## config.mk

```make
export PLATFORM = sky130hd
export DESIGN_NAME = instr_exec
export DESIGN_NICKNAME = d
export VERILOG_FILES = /design/src/rtl/exec_pkg.sv /design/src/rtl/instr_exec.sv
export VERILOG_INCLUDE_DIRS = /design/src /design/src/rtl
export SDC_FILE = /design/constraint.sdc
export NUM_CORES = 1
export LEC_CHECK = 0
export BUFFER_PORTS_ARGS = -buffer_cell sky130_fd_sc_hd__buf_4
export CAP_MARGIN = 20
export CORE_MARGIN = 5
export CORE_UTILIZATION = 54
export DETAILED_ROUTE_END_ITERATION = 8
export PLACE_DENSITY = 0.81
export SLEW_MARGIN = 25
export SYNTH_ARGS = -nofsm -noshare
export SYNTH_HDL_FRONTEND = slang
export SYNTH_SLANG_ARGS = --single-unit
```

## constraint.sdc

```tcl
create_clock -name CLOCK -period 5.9 [get_ports CLOCK]
set_input_delay 1.18 -clock CLOCK [delete_from_list [all_inputs] [get_ports CLOCK]]
set_output_delay 1.18 -clock CLOCK [all_outputs]
set_load 0.05 [all_outputs]
```

## src/rtl/exec_consts.svh

```systemverilog
// constant names for the second-part instruction executor
// assumes a 16-bit instruction word and a 13-bit program counter
`ifndef EXEC_CONSTS_SVH
`define EXEC_CONSTS_SVH

`define PC_RST        13'h0000
`define BYTE_RST      8'h00
`define PC_STEP       13'h0001

`define GRP_FILE      2'b00
`define GRP_LIT       2'b01
`define CALL_FIELD    3'b100

`define SUB_MOVE      4'b1000
`define SUB_STORE     4'b0000
`define SUB_ROT_L     4'b1101
`define SUB_ROT_R     4'b1100
`define SUB_MINUS     4'b0010
`define SUB_SWAP      4'b1110
`define SUB_XOR       4'b0110

`define LIT_MOVE      8'h19
`define LIT_POP       8'h18
`define LIT_MINUS     8'h1F
`define LIT_XOR       8'h1D
`define WORD_SLEEP    16'h1E03
`define WORD_IDLE     16'h0000
`define WORD_RET      16'h0040
`define WORD_INTERRUPT_EXIT_OP     16'h0060
`define WORD_ROM_HI   16'h0058
`define WORD_ROM_LO   16'h0050

`define REG_STATUS    8'h00
`define REG_ACC       8'h04
`define REG_TABLE     8'h08
`define REG_PTR_LO    8'h0C
`define REG_PTR_HI    8'h10

`define ST_C          0
`define ST_DC         1
`define ST_Z          2
`define ST_PD         3
`define ST_TO         4
`define ST_GIE        5

`endif

```

## src/rtl/exec_pkg.sv

```systemverilog
// types shared by the instruction executor and its bench
// assumes nothing beyond a SystemVerilog package scope
package exec_pkg;

  typedef enum logic [1:0] {
    ST_EXEC   = 2'b00,
    ST_SECOND = 2'b01,
    ST_SLEEP  = 2'b10
  } state_e;

  typedef enum logic [3:0] {
    OP_IDLE       = 4'b0000,
    OP_FILE_ACC   = 4'b0001,
    OP_LIT_ACC    = 4'b0010,
    OP_ACC_FILE   = 4'b0011,
    OP_POP_PC     = 4'b0100,
    OP_IRQ_EXIT   = 4'b0101,
    OP_LIT_POP    = 4'b0110,
    OP_ROT_L      = 4'b0111,
    OP_ROT_R      = 4'b1000,
    OP_SLEEP      = 4'b1001,
    OP_LIT_MINUS  = 4'b1010,
    OP_FILE_MINUS = 4'b1011,
    OP_SWAP       = 4'b1100,
    OP_ROM_HI     = 4'b1101,
    OP_ROM_LO     = 4'b1110,
    OP_ZERO_CHK   = 4'b1111
  } op_e;

  typedef struct packed {
    logic       en;
    logic [8:0] addr;
    logic [7:0] data;
  } file_wr_s;

  typedef struct packed {
    logic        push;
    logic        pop;
    logic [12:0] data;
  } stack_s;

endpackage

```

## src/rtl/instr_exec.sv

```systemverilog
// executor for moves, returns, rotates, subtracts, swap, test, xor, sleep, table reads, call
// assumes file space answers FILE_RDATA combinationally for FILE_ADDR, program memory one cycle after ROM_RD
//
// Implementation choices: the register addresses and strobed register access.
`include "exec_consts.svh"

module instr_exec (
  input  wire logic              CLOCK,
  input  wire logic              RST_N,
  input  wire logic [15:0]       INSTR,
  input  wire logic              INSTR_VALID,
  output      logic              INSTR_READY,
  output      logic [12:0]       PC_OUT,
  output      logic [8:0]        FILE_ADDR,
  input  wire logic [7:0]        FILE_RDATA,
  output      exec_pkg::file_wr_s FILE_WR,
  input  wire logic [12:0]       STACK_TOP,
  output      exec_pkg::stack_s  STACK_OP,
  output      logic [15:0]       ROM_ADDR,
  output      logic              ROM_RD,
  input  wire logic [15:0]       ROM_DATA,
  output      logic              OSC_STOP,
  input  wire logic              WAKE,
  output      logic [7:0]        ACC_OUT,
  output      logic              GLOBAL_IRQ_ALLOW,
  input  wire logic [7:0]        REG_ADDR,
  input  wire logic [7:0]        REG_WDATA,
  input  wire logic              REG_WR,
  input  wire logic              REG_RD,
  output      logic [7:0]        REG_RDATA
);
  import exec_pkg::*;

  state_e      state_reg;
  op_e         op;
  logic [12:0] pc_reg;
  logic [7:0]  acc_reg;
  logic [7:0]  table_result_reg;
  logic [7:0]  rom_pointer_hi_reg;
  logic [7:0]  rom_pointer_lo_reg;
  logic        carry_reg;
  logic        nibble_half_out_bit_reg;
  logic        zero_reg;
  logic        power_down_flag_reg;
  logic        watchdog_expiry_flag_reg;
  logic        global_irq_allow_reg;
  logic        rom_upper_reg;
  logic        rom_wait_reg;
  logic        fire;
  logic        dest_file;
  logic [7:0]  lit;
  logic [7:0]  res;
  logic [7:0]  sub_a;
  logic [8:0]  diff;
  logic [4:0]  diff_lo;
  logic        wr_acc;
  logic        wr_file;
  logic        upd_z;
  logic        upd_c;
  logic        upd_dc;
  logic        c_val;
  logic [12:0] call_target;
  logic [15:0] rom_pointer;

  assign INSTR_READY      = (state_reg == ST_EXEC);
  assign fire             = INSTR_VALID && INSTR_READY;
  assign dest_file        = INSTR[7];
  assign lit              = INSTR[7:0];
  assign FILE_ADDR        = {INSTR[15:14], INSTR[6:0]};
  assign call_target      = {INSTR[15:14], INSTR[10:0]};
  assign rom_pointer      = {rom_pointer_hi_reg, rom_pointer_lo_reg};
  assign PC_OUT           = pc_reg;
  assign ACC_OUT          = acc_reg;
  assign GLOBAL_IRQ_ALLOW = global_irq_allow_reg;

  // words outside this decoder's set fall back to idle rather than corrupting state
  always_comb
  begin
    op = OP_IDLE;
    if (INSTR[13:11] == `CALL_FIELD)
    begin
      op = OP_IDLE;
    end
    else if (INSTR[13:12] == `GRP_FILE)
    begin
      case (INSTR[11:8])
        `SUB_MOVE:  op = INSTR[7] ? OP_ZERO_CHK : OP_FILE_ACC;
        `SUB_STORE:
        begin
          if (INSTR[7])
            op = OP_ACC_FILE;
          else if (INSTR == `WORD_RET)
            op = OP_POP_PC;
          else if (INSTR == `WORD_INTERRUPT_EXIT_OP)
            op = OP_IRQ_EXIT;
          else if (INSTR == `WORD_ROM_HI)
            op = OP_ROM_HI;
          else if (INSTR == `WORD_ROM_LO)
            op = OP_ROM_LO;
          else
            op = OP_IDLE;
        end
        `SUB_ROT_L: op = OP_ROT_L;
        `SUB_ROT_R: op = OP_ROT_R;
        `SUB_MINUS: op = OP_FILE_MINUS;
        `SUB_SWAP:  op = OP_SWAP;
        `SUB_XOR:   op = OP_IDLE;
        default:    op = OP_IDLE;
      endcase
      if (INSTR[11:8] == `SUB_XOR)
        op = OP_IDLE;
    end
    else if (INSTR[13:12] == `GRP_LIT && INSTR[15:14] == 2'b00)
    begin
      case (INSTR[15:8])
        `LIT_MOVE:  op = OP_LIT_ACC;
        `LIT_POP:   op = OP_LIT_POP;
        `LIT_MINUS: op = OP_LIT_MINUS;
        default:    op = (INSTR == `WORD_SLEEP) ? OP_SLEEP : OP_IDLE;
      endcase
    end
  end

  // xor ops share a code point with nothing else, so they are decoded here beside the main table
  logic is_file_xor;
  logic is_lit_xor;
  assign is_file_xor = (INSTR[13:11] != `CALL_FIELD) && (INSTR[13:12] == `GRP_FILE) && (INSTR[11:8] == `SUB_XOR);
  assign is_lit_xor  = (INSTR[15:8] == `LIT_XOR);

  // subtraction: carry and digit carry mean "no borrow"
  always_comb
  begin
    sub_a   = (op == OP_LIT_MINUS) ? lit : FILE_RDATA;
    diff    = {1'b0, sub_a} - {1'b0, acc_reg};
    diff_lo = {1'b0, sub_a[3:0]} - {1'b0, acc_reg[3:0]};
  end

  always_comb
  begin
    res     = FILE_RDATA;
    wr_acc  = 1'b0;
    wr_file = 1'b0;
    upd_z   = 1'b0;
    upd_c   = 1'b0;
    upd_dc  = 1'b0;
    c_val   = carry_reg;
    if (is_file_xor)
    begin
      res       = acc_reg ^ FILE_RDATA;
      wr_acc    = !dest_file;
      wr_file   = dest_file;
      upd_z     = 1'b1;
    end
    else if (is_lit_xor)
    begin
      res    = acc_reg ^ lit;
      wr_acc = 1'b1;
      upd_z  = 1'b1;
    end
    else
    begin
      case (op)
        OP_FILE_ACC:
        begin
          res    = FILE_RDATA;
          wr_acc = 1'b1;
          upd_z  = 1'b1;
        end
        OP_LIT_ACC, OP_LIT_POP:
        begin
          res    = lit;
          wr_acc = 1'b1;
        end
        OP_ACC_FILE:
        begin
          res     = acc_reg;
          wr_file = 1'b1;
        end
        OP_ROT_L:
        begin
          res     = {FILE_RDATA[6:0], carry_reg};
          c_val   = FILE_RDATA[7];
          upd_c   = 1'b1;
          wr_acc  = !dest_file;
          wr_file = dest_file;
        end
        OP_ROT_R:
        begin
          res     = {carry_reg, FILE_RDATA[7:1]};
          c_val   = FILE_RDATA[0];
          upd_c   = 1'b1;
          wr_acc  = !dest_file;
          wr_file = dest_file;
        end
        OP_LIT_MINUS, OP_FILE_MINUS:
        begin
          res     = diff[7:0];
          c_val   = !diff[8];
          upd_c   = 1'b1;
          upd_dc  = 1'b1;
          upd_z   = 1'b1;
          wr_acc  = (op == OP_LIT_MINUS) || !dest_file;
          wr_file = (op == OP_FILE_MINUS) && dest_file;
        end
        OP_SWAP:
        begin
          res     = {FILE_RDATA[3:0], FILE_RDATA[7:4]};
          wr_acc  = !dest_file;
          wr_file = dest_file;
        end
        OP_ZERO_CHK:
        begin
          res   = FILE_RDATA;
          upd_z = 1'b1;
        end
        default:
        begin
          res = FILE_RDATA;
        end
      endcase
    end
  end

  // sequencing, program counter and stack traffic
  always_ff @(posedge CLOCK)
  begin
    if (!RST_N)
    begin
      state_reg     <= ST_EXEC;
      pc_reg        <= `PC_RST;
      STACK_OP      <= '0;
      ROM_RD        <= 1'b0;
      ROM_ADDR      <= '0;
      rom_upper_reg <= 1'b0;
      OSC_STOP      <= 1'b0;
    end
    else
    begin
      STACK_OP <= '0;
      ROM_RD   <= 1'b0;
      case (state_reg)
        ST_EXEC:
        begin
          if (fire)
          begin
            pc_reg <= pc_reg + `PC_STEP;
            if (INSTR[13:11] == `CALL_FIELD)
            begin
              STACK_OP.push <= 1'b1;
              STACK_OP.data <= pc_reg + `PC_STEP;
              pc_reg        <= call_target;
              state_reg     <= ST_SECOND;
            end
            else if (op == OP_POP_PC || op == OP_IRQ_EXIT || op == OP_LIT_POP)
            begin
              STACK_OP.pop <= 1'b1;
              pc_reg       <= STACK_TOP;
              state_reg    <= ST_SECOND;
            end
            else if (op == OP_ROM_HI || op == OP_ROM_LO)
            begin
              ROM_RD        <= 1'b1;
              ROM_ADDR      <= rom_pointer;
              rom_upper_reg <= (op == OP_ROM_HI);
              state_reg     <= ST_SECOND;
            end
            else if (op == OP_SLEEP)
            begin
              OSC_STOP  <= 1'b1;
              state_reg <= ST_SLEEP;
            end
          end
        end
        ST_SECOND:
        begin
          // a table read stays one more cycle so its byte lands before the next take
          if (!ROM_RD)
            state_reg <= ST_EXEC;
        end
        ST_SLEEP:
        begin
          if (WAKE)
          begin
            OSC_STOP  <= 1'b0;
            state_reg <= ST_EXEC;
          end
        end
        default:
        begin
          state_reg <= ST_EXEC;
        end
      endcase
    end
  end

  // file writes go out registered, one cycle after the instruction is taken
  always_ff @(posedge CLOCK)
  begin
    if (!RST_N)
      FILE_WR <= '0;
    else
    begin
      FILE_WR.en   <= fire && wr_file;
      FILE_WR.addr <= FILE_ADDR;
      FILE_WR.data <= res;
    end
  end

  // accumulator and table result; instruction updates win over a software write
  always_ff @(posedge CLOCK)
  begin
    if (!RST_N)
    begin
      acc_reg          <= `BYTE_RST;
      table_result_reg <= `BYTE_RST;
    end
    else if (state_reg == ST_SECOND && ROM_RD == 1'b0 && rom_wait_reg)
    begin
      acc_reg          <= rom_upper_reg ? ROM_DATA[15:8] : ROM_DATA[7:0];
      table_result_reg <= rom_upper_reg ? ROM_DATA[15:8] : ROM_DATA[7:0];
    end
    else if (fire && wr_acc)
      acc_reg <= res;
    else if (REG_WR && REG_ADDR == `REG_ACC)
      acc_reg <= REG_WDATA;
  end

  // a table read is in flight when its read strobe was high in the previous cycle

  always_ff @(posedge CLOCK)
  begin
    if (!RST_N)
      rom_wait_reg <= 1'b0;
    else
      rom_wait_reg <= ROM_RD;
  end

  // status flags
  always_ff @(posedge CLOCK)
  begin
    if (!RST_N)
    begin
      carry_reg                <= 1'b0;
      nibble_half_out_bit_reg  <= 1'b0;
      zero_reg                 <= 1'b0;
      power_down_flag_reg      <= 1'b0;
      watchdog_expiry_flag_reg <= 1'b0;
      global_irq_allow_reg     <= 1'b0;
    end
    else
    begin
      if (REG_WR && REG_ADDR == `REG_STATUS)
      begin
        carry_reg                <= REG_WDATA[`ST_C];
        nibble_half_out_bit_reg  <= REG_WDATA[`ST_DC];
        zero_reg                 <= REG_WDATA[`ST_Z];
        power_down_flag_reg      <= REG_WDATA[`ST_PD];
        watchdog_expiry_flag_reg <= REG_WDATA[`ST_TO];
        global_irq_allow_reg     <= REG_WDATA[`ST_GIE];
      end
      if (fire)
      begin
        if (upd_c)
          carry_reg <= c_val;
        if (upd_dc)
          nibble_half_out_bit_reg <= !diff_lo[4];
        if (upd_z)
          zero_reg <= (res == `BYTE_RST);
        if (op == OP_IRQ_EXIT)
          global_irq_allow_reg <= 1'b1;
        if (op == OP_SLEEP)
        begin
          power_down_flag_reg      <= 1'b1;
          watchdog_expiry_flag_reg <= 1'b0;
        end
      end
    end
  end

  // software register port: pointer halves steer table reads, status shows core state
  always_ff @(posedge CLOCK)
  begin
    if (!RST_N)
    begin
      rom_pointer_hi_reg <= `BYTE_RST;
      rom_pointer_lo_reg <= `BYTE_RST;
    end
    else if (REG_WR)
    begin
      if (REG_ADDR == `REG_PTR_LO)
        rom_pointer_lo_reg <= REG_WDATA;
      else if (REG_ADDR == `REG_PTR_HI)
        rom_pointer_hi_reg <= REG_WDATA;
    end
  end

  always_ff @(posedge CLOCK)
  begin
    if (!RST_N)
      REG_RDATA <= `BYTE_RST;
    else if (REG_RD)
    begin
      if (REG_ADDR == `REG_STATUS)
        REG_RDATA <= {2'b00, global_irq_allow_reg, watchdog_expiry_flag_reg, power_down_flag_reg,
                      zero_reg, nibble_half_out_bit_reg, carry_reg};
      else if (REG_ADDR == `REG_ACC)
        REG_RDATA <= acc_reg;
      else if (REG_ADDR == `REG_TABLE)
        REG_RDATA <= table_result_reg;
      else if (REG_ADDR == `REG_PTR_LO)
        REG_RDATA <= rom_pointer_lo_reg;
      else if (REG_ADDR == `REG_PTR_HI)
        REG_RDATA <= rom_pointer_hi_reg;
      else
        REG_RDATA <= `BYTE_RST;
    end
    else
      REG_RDATA <= `BYTE_RST;
  end

endmodule // instr_exec

```

Word-level counts from Yosys, hierarchy flattened. Index checks and enable logic that the tools add are counted.

Add/sub/neg operators: 3. Reduce and logical (&&, ||, !) cells: 45. Bitwise logic cells: 10. Mux-type cells: 82. Equal/unequal tests: 50.

Operator list (count): $mux W8 (11); $eq A16 B7 Y1 const B (4); $eq A4 B4 Y1 const B (12); $pmux W8 S6 (1); $mux W4 (11); $mux W1 (42); $eq A8 B5 Y1 const B (5); $mux W13 (2); $pmux W4 S6 (1); $eq A4 B3 Y1 const B (5); $eq A16 B13 Y1 const B (1); $eq A8 B4 Y1 const B (2); $logic_not A8 Y1 (2); $xor A8 B8 Y8 (2); $mux W2 (7); $add A13 B1 Y13 const B (1); $eq A4 B2 Y1 const B (3); $pmux W4 S3 (1); $reduce_or A4 Y1 (3); $logic_and A1 B1 Y1 (11); $ne A2 B2 Y1 const B (5); $ne A3 B3 Y1 const B (3); $pmux W1 S3 (3); $reduce_and A3 Y1 (3); other kinds (27) (49).

Word-level logic and storage cells: 215. Register bits after elaboration: 114. Input bits: 75.

Longest topological paths before layout.
Depth in word-level cells: 19. Depth in mapped cells: 16. Depth with buffers taken out: 15.

Worst setup path before layout. Ideal clock, no wire load.

Path kind: input-to-reg. Start point: input INSTR[13]. End point: register zero_reg. Data required time: 5.804 ns. Setup time: 0.096 ns. Arrival: 4.404 ns. Slack: 1.400 ns. Stages: 15. Path through: nor4b_4 nand4_1 mux2i_1 ha_1 fa_1 nor2b_1 o21ai_0 a21oi_1 o31a_1 a21oi_1 a222oi_1 o211ai_1 a311oi_1 nand2b_1 o41ai_2.

Longest elaborated chain between the ends: 19. Elaborated cells on any way between the ends: 52.

RTL lines: start, declared (line instr_exec.sv:10) `input wire logic [15:0] INSTR,`; $eq A16 B7 Y1 (no source line); $mux W4 (line instr_exec.sv:98) `` else if (INSTR == `WORD_ROM_LO) ``; $mux W4 (line instr_exec.sv:96) `` else if (INSTR == `WORD_ROM_HI) ``; $mux W4 (line instr_exec.sv:94) `` else if (INSTR == `WORD_INTERRUPT_EXIT_OP) ``; $mux W4 (line instr_exec.sv:92) `` else if (INSTR == `WORD_RET) ``; $mux W4 (line instr_exec.sv:90) `if (INSTR[7])`; $pmux W4 S6 (line instr_exec.sv:86) `case (INSTR[11:8])`; $mux W4 (line instr_exec.sv:110) `` if (INSTR[11:8] == `SUB_XOR) ``; [... 3 more ...]; $mux W8 (line instr_exec.sv:133) `sub_a = (op == OP_LIT_MINUS) ? lit : FILE_RDATA;`; $sub A8 B8 Y9 (line instr_exec.sv:134) `diff = {1'b0, sub_a} - {1'b0, acc_reg};`; $pmux W8 S6 (line instr_exec.sv:162) `case (op)`; $mux W8 (line instr_exec.sv:154) `else if (is_lit_xor)`; $mux W8 (line instr_exec.sv:147) `if (is_file_xor)`; $logic_not A8 Y1 (no source line); $mux W1 (*) (line instr_exec.sv:367) `if (upd_z)`; $mux W1 (*) (line instr_exec.sv:361) `if (fire)`; end signal, assigned (line instr_exec.sv:356) `` zero_reg <= REG_WDATA[`ST_Z]; ``; end signal, assigned (line instr_exec.sv:368) `` zero_reg <= (res == `BYTE_RST); ``; end, declared (line instr_exec.sv:43) `logic zero_reg;`.

Every way passes the cells marked *; elsewhere a longest branch is shown, timed or not. A chain may end at the register's enable or synchronous reset.

Worst setup path after layout. Ends and elaborated chain as after synthesis.

==> flow_summary.yaml <==
run_status:
  status: "finished, final reports clean"
setup_path:
  r2r_slack_ns: 2.56
  start_kind: "input pin"
  timing_worst_setup_path_type: "in -> reg"
  required_ns: 6.22
  timing.rr.end: "zero_reg"
  arrival_ns: 4.91
  worstPathMaxFanout: 9
  endpoint: "zero_reg"
  crit-reg2reg-launch: "ACC_OUT[2]"
  reg2reg_depth: 12
  crit_path_start: "INSTR[13]"
  worstSetupEndpointType: "flip-flop"
global_routing:
  antenna_found_initial: 0
  grt_usage: 0.341
  grt_pass1_vias: 7092
  grt_max_degree: 59
  grt_pass1_wl_um: 38600
  grt_overflow: 0
yosys:
  synth_ff_type: "dfxtp_1"
  synth_top_cell_by_area: "dfxtp_1"
  synth_nets: 880
  ys_top_cells_by_area: "dfxtp_1, nor2_1, mux2i_1, nand2_1, a21oi_1"
  yosysUniqueCellTypes: 76
  synthCells: 794
  synth_area_per_cell_um2: 8.09
  ys_ff_latch: 114
  ys_seq_area_frac: 0.355
  synth_top_area_share: 0.355
  yosys_warnings: 0
  async_flop_share: 0
  synth_edf_count: 0
  synth.cell_area_um2: 6420
timing:
  max-slew-margin-rel: 0.311
  layout_min_cycle_time_ns: 4.59
  rsz0062_at_grt: "no"
  hold_viol: 0
  setup_violations: 0
  fin_crit_sh: 0.777
  drv_slew: 0
  skew_ns: 0.00967
  clock.fmax_mhz: 218
  tns_ns: 0
  tightest_slew_ns: 1.03
cts:
  cts_made_buffers: 17
  post_cts_buffers: 0
  cts_resized: 0
  root_buffer: "clkbuf_16"
  clock_path_buffers: 2
  clock-sinks: 114
  htreeDepth: 4
  cts_tree: "yes"
  clock_latency_ns: 0.42
  clkTransAtPathRegs_ns: 0.05
  cts_hold_buf: 0
pwr:
  power_density_nw_per_um2: 277
  vdd_ir_drop_max_mv: 0.296
  total_power_w: 0.00228
  power.leakage_nw: 3.45
die:
  initial_core_util: 0.558
  die_h_um: 119
  coreArea_um2: 11500
  die_width_um: 119
  ios: 166
  rows: 39
  dieArea_um2: 14200
hold_path:
  hold_class: "reg -> reg"
  hold_depth: 2
detailed_routing:
  drtIter0Drc: 1121
  firstDrtPassIters: 6
  drc: 0
  wirelength_um: 24800
  ant_nets: 0
  wl_per_cell_um: 23.0
  route.vias.total: 7149
  routed_via_density: 6.61
layout:
  largest_register_ffs: 18
  final_cell_mix: "buf_4, nor2_1, dfxtp_1"
  n_antenna_cell: 0
  largest-register: "FILE_WR"
  nets: 1013
  reg.largest.list: "FILE_WR (18), ROM_ADDR (16), STACK_OP (15)"
  drive_above_1_share: 0.243
  final_common_cell: "buf_4"
  syn_to_final_growth_pct: 28.1
job:
  max_cap_violations: 0
placed_design:
  place_congestion: 1.01
  place_hpwl_um: 17700
  io_buffer_count: 165
[worst max-delay path: stages]
cell and delay (ns):
buf_4 0.14, nor4b_4 0.38, nand4_1 0.14, buf_4 0.20
mux2i_1 0.17, ha_1 0.22, fa_1 0.40, nor2b_1 0.11
o21ai_0 0.13, a21oi_1 0.21, o31a_1 0.16, a21oi_1 0.06
a222oi_1 0.31, o211ai_1 0.14, a311oi_1 0.49, nand2b_1 0.13
o41ai_2 0.32
[through the flow]
| stage | std cells | util | hold WS, ns | worst slack, ns | cell area [um^2] |
|---|---|---|---|---|---|
| 6_report | 1081 | 0.715 | 0.479 | 1.31 | 8230 |
| 5_1_grt | 1081 | 0.715 | 0.486 | 1.05 | 8230 |
| 4_1_cts | 1081 | 0.714 | 0.472 | 1.40 | 8230 |
| 3_5_place_dp | 1051 | 0.662 | 0.453 | 0.972 | 7620 |
| 3_3_place_gp | 1051 | 0.662 | 0.452 | 1.16 | 7620 |
| 2_1_floorplan | 794 | - | 0.432 | 1.40 | 6420 |
[area by class of cell]
class / instances / area [um^2]
Inverter: 19 / 71.3
Clock buffer: 21 / 470
Timing Repair Buffer: 172 / 1290
Tap cell: 143 / 179
Clock inverter: 9 / 131
Fill cell: 872 / 3290
Sequential cell: 114 / 2280
Multi-Input combinational cell: 603 / 3800
[cells in the mapped netlist (all sizes together) (2+ instances only)]
master   count
a2111oi      2
a211oi      12
a21o         2
a21oi       47
a221o        6
a221oi      14
a222oi       3
a22o         2
a22oi        4
a311oi      20
a31oi        7
a32oi        2
and2        21
and3        11
buf         22
clkbuf      36
dfxtp      114
ha          10
inv         19
mux2         9
mux2i       46
nand2       80
nand2b       4
nand3       24
nand4        4
nor2       126
nor2b        6
nor3        20
nor3b        2
nor4         6
o211ai      21
o21a         3
o21ai       25
o22a         3
o22ai        8
o2bb2ai      2
o311a        2
o32ai        2
o41ai        3
or2          5
xnor2        8
xor2         8
[per-layer routing]
layer  global-route usage  vias to the layer above  part of all wire
li1                     -                     3159                 -
met1                0.410                     3351              0.37
met2                0.563                      531              0.47
met3               0.0957                      108              0.11
met4                0.161                        0             0.046
met5                    0                        -                 0
[logic make-up after synthesis]
| kind of cell | Yosys count | share of synthesized area |
|---|---|---|
| simple gates | 319 | 0.230 |
| flops | 114 | 0.355 |
| compound gates | 202 | 0.229 |
| fa+ha+maj | 11 | 0.0226 |
| mux | 55 | 0.0880 |
| buf+inv | 77 | 0.0540 |
| xor+xnor | 16 | 0.0218 |
[how the worst min path moves through the flow]
stage | startpoint | endpoint | slack, ns
global route | table_result_reg[3] | REG_RDATA[3] | 0.49
floorplan | table_result_reg[0] | REG_RDATA[0] | 0.43
CTS | table_result_reg[3] | REG_RDATA[3] | 0.47
global placement | table_result_reg[5] | REG_RDATA[5] | 0.45
finish | table_result_reg[5] | REG_RDATA[5] | 0.48
detailed placement | table_result_reg[5] | REG_RDATA[5] | 0.45
[power by group]
group	internal, W	total [W]	switching (W)
Combinational	0.000144	0.000416	0.000271
Clock	0.000690	0.00105	0.000357
Sequential	0.000792	0.000818	0.0000257
Power figures use the tool's default switching activity.
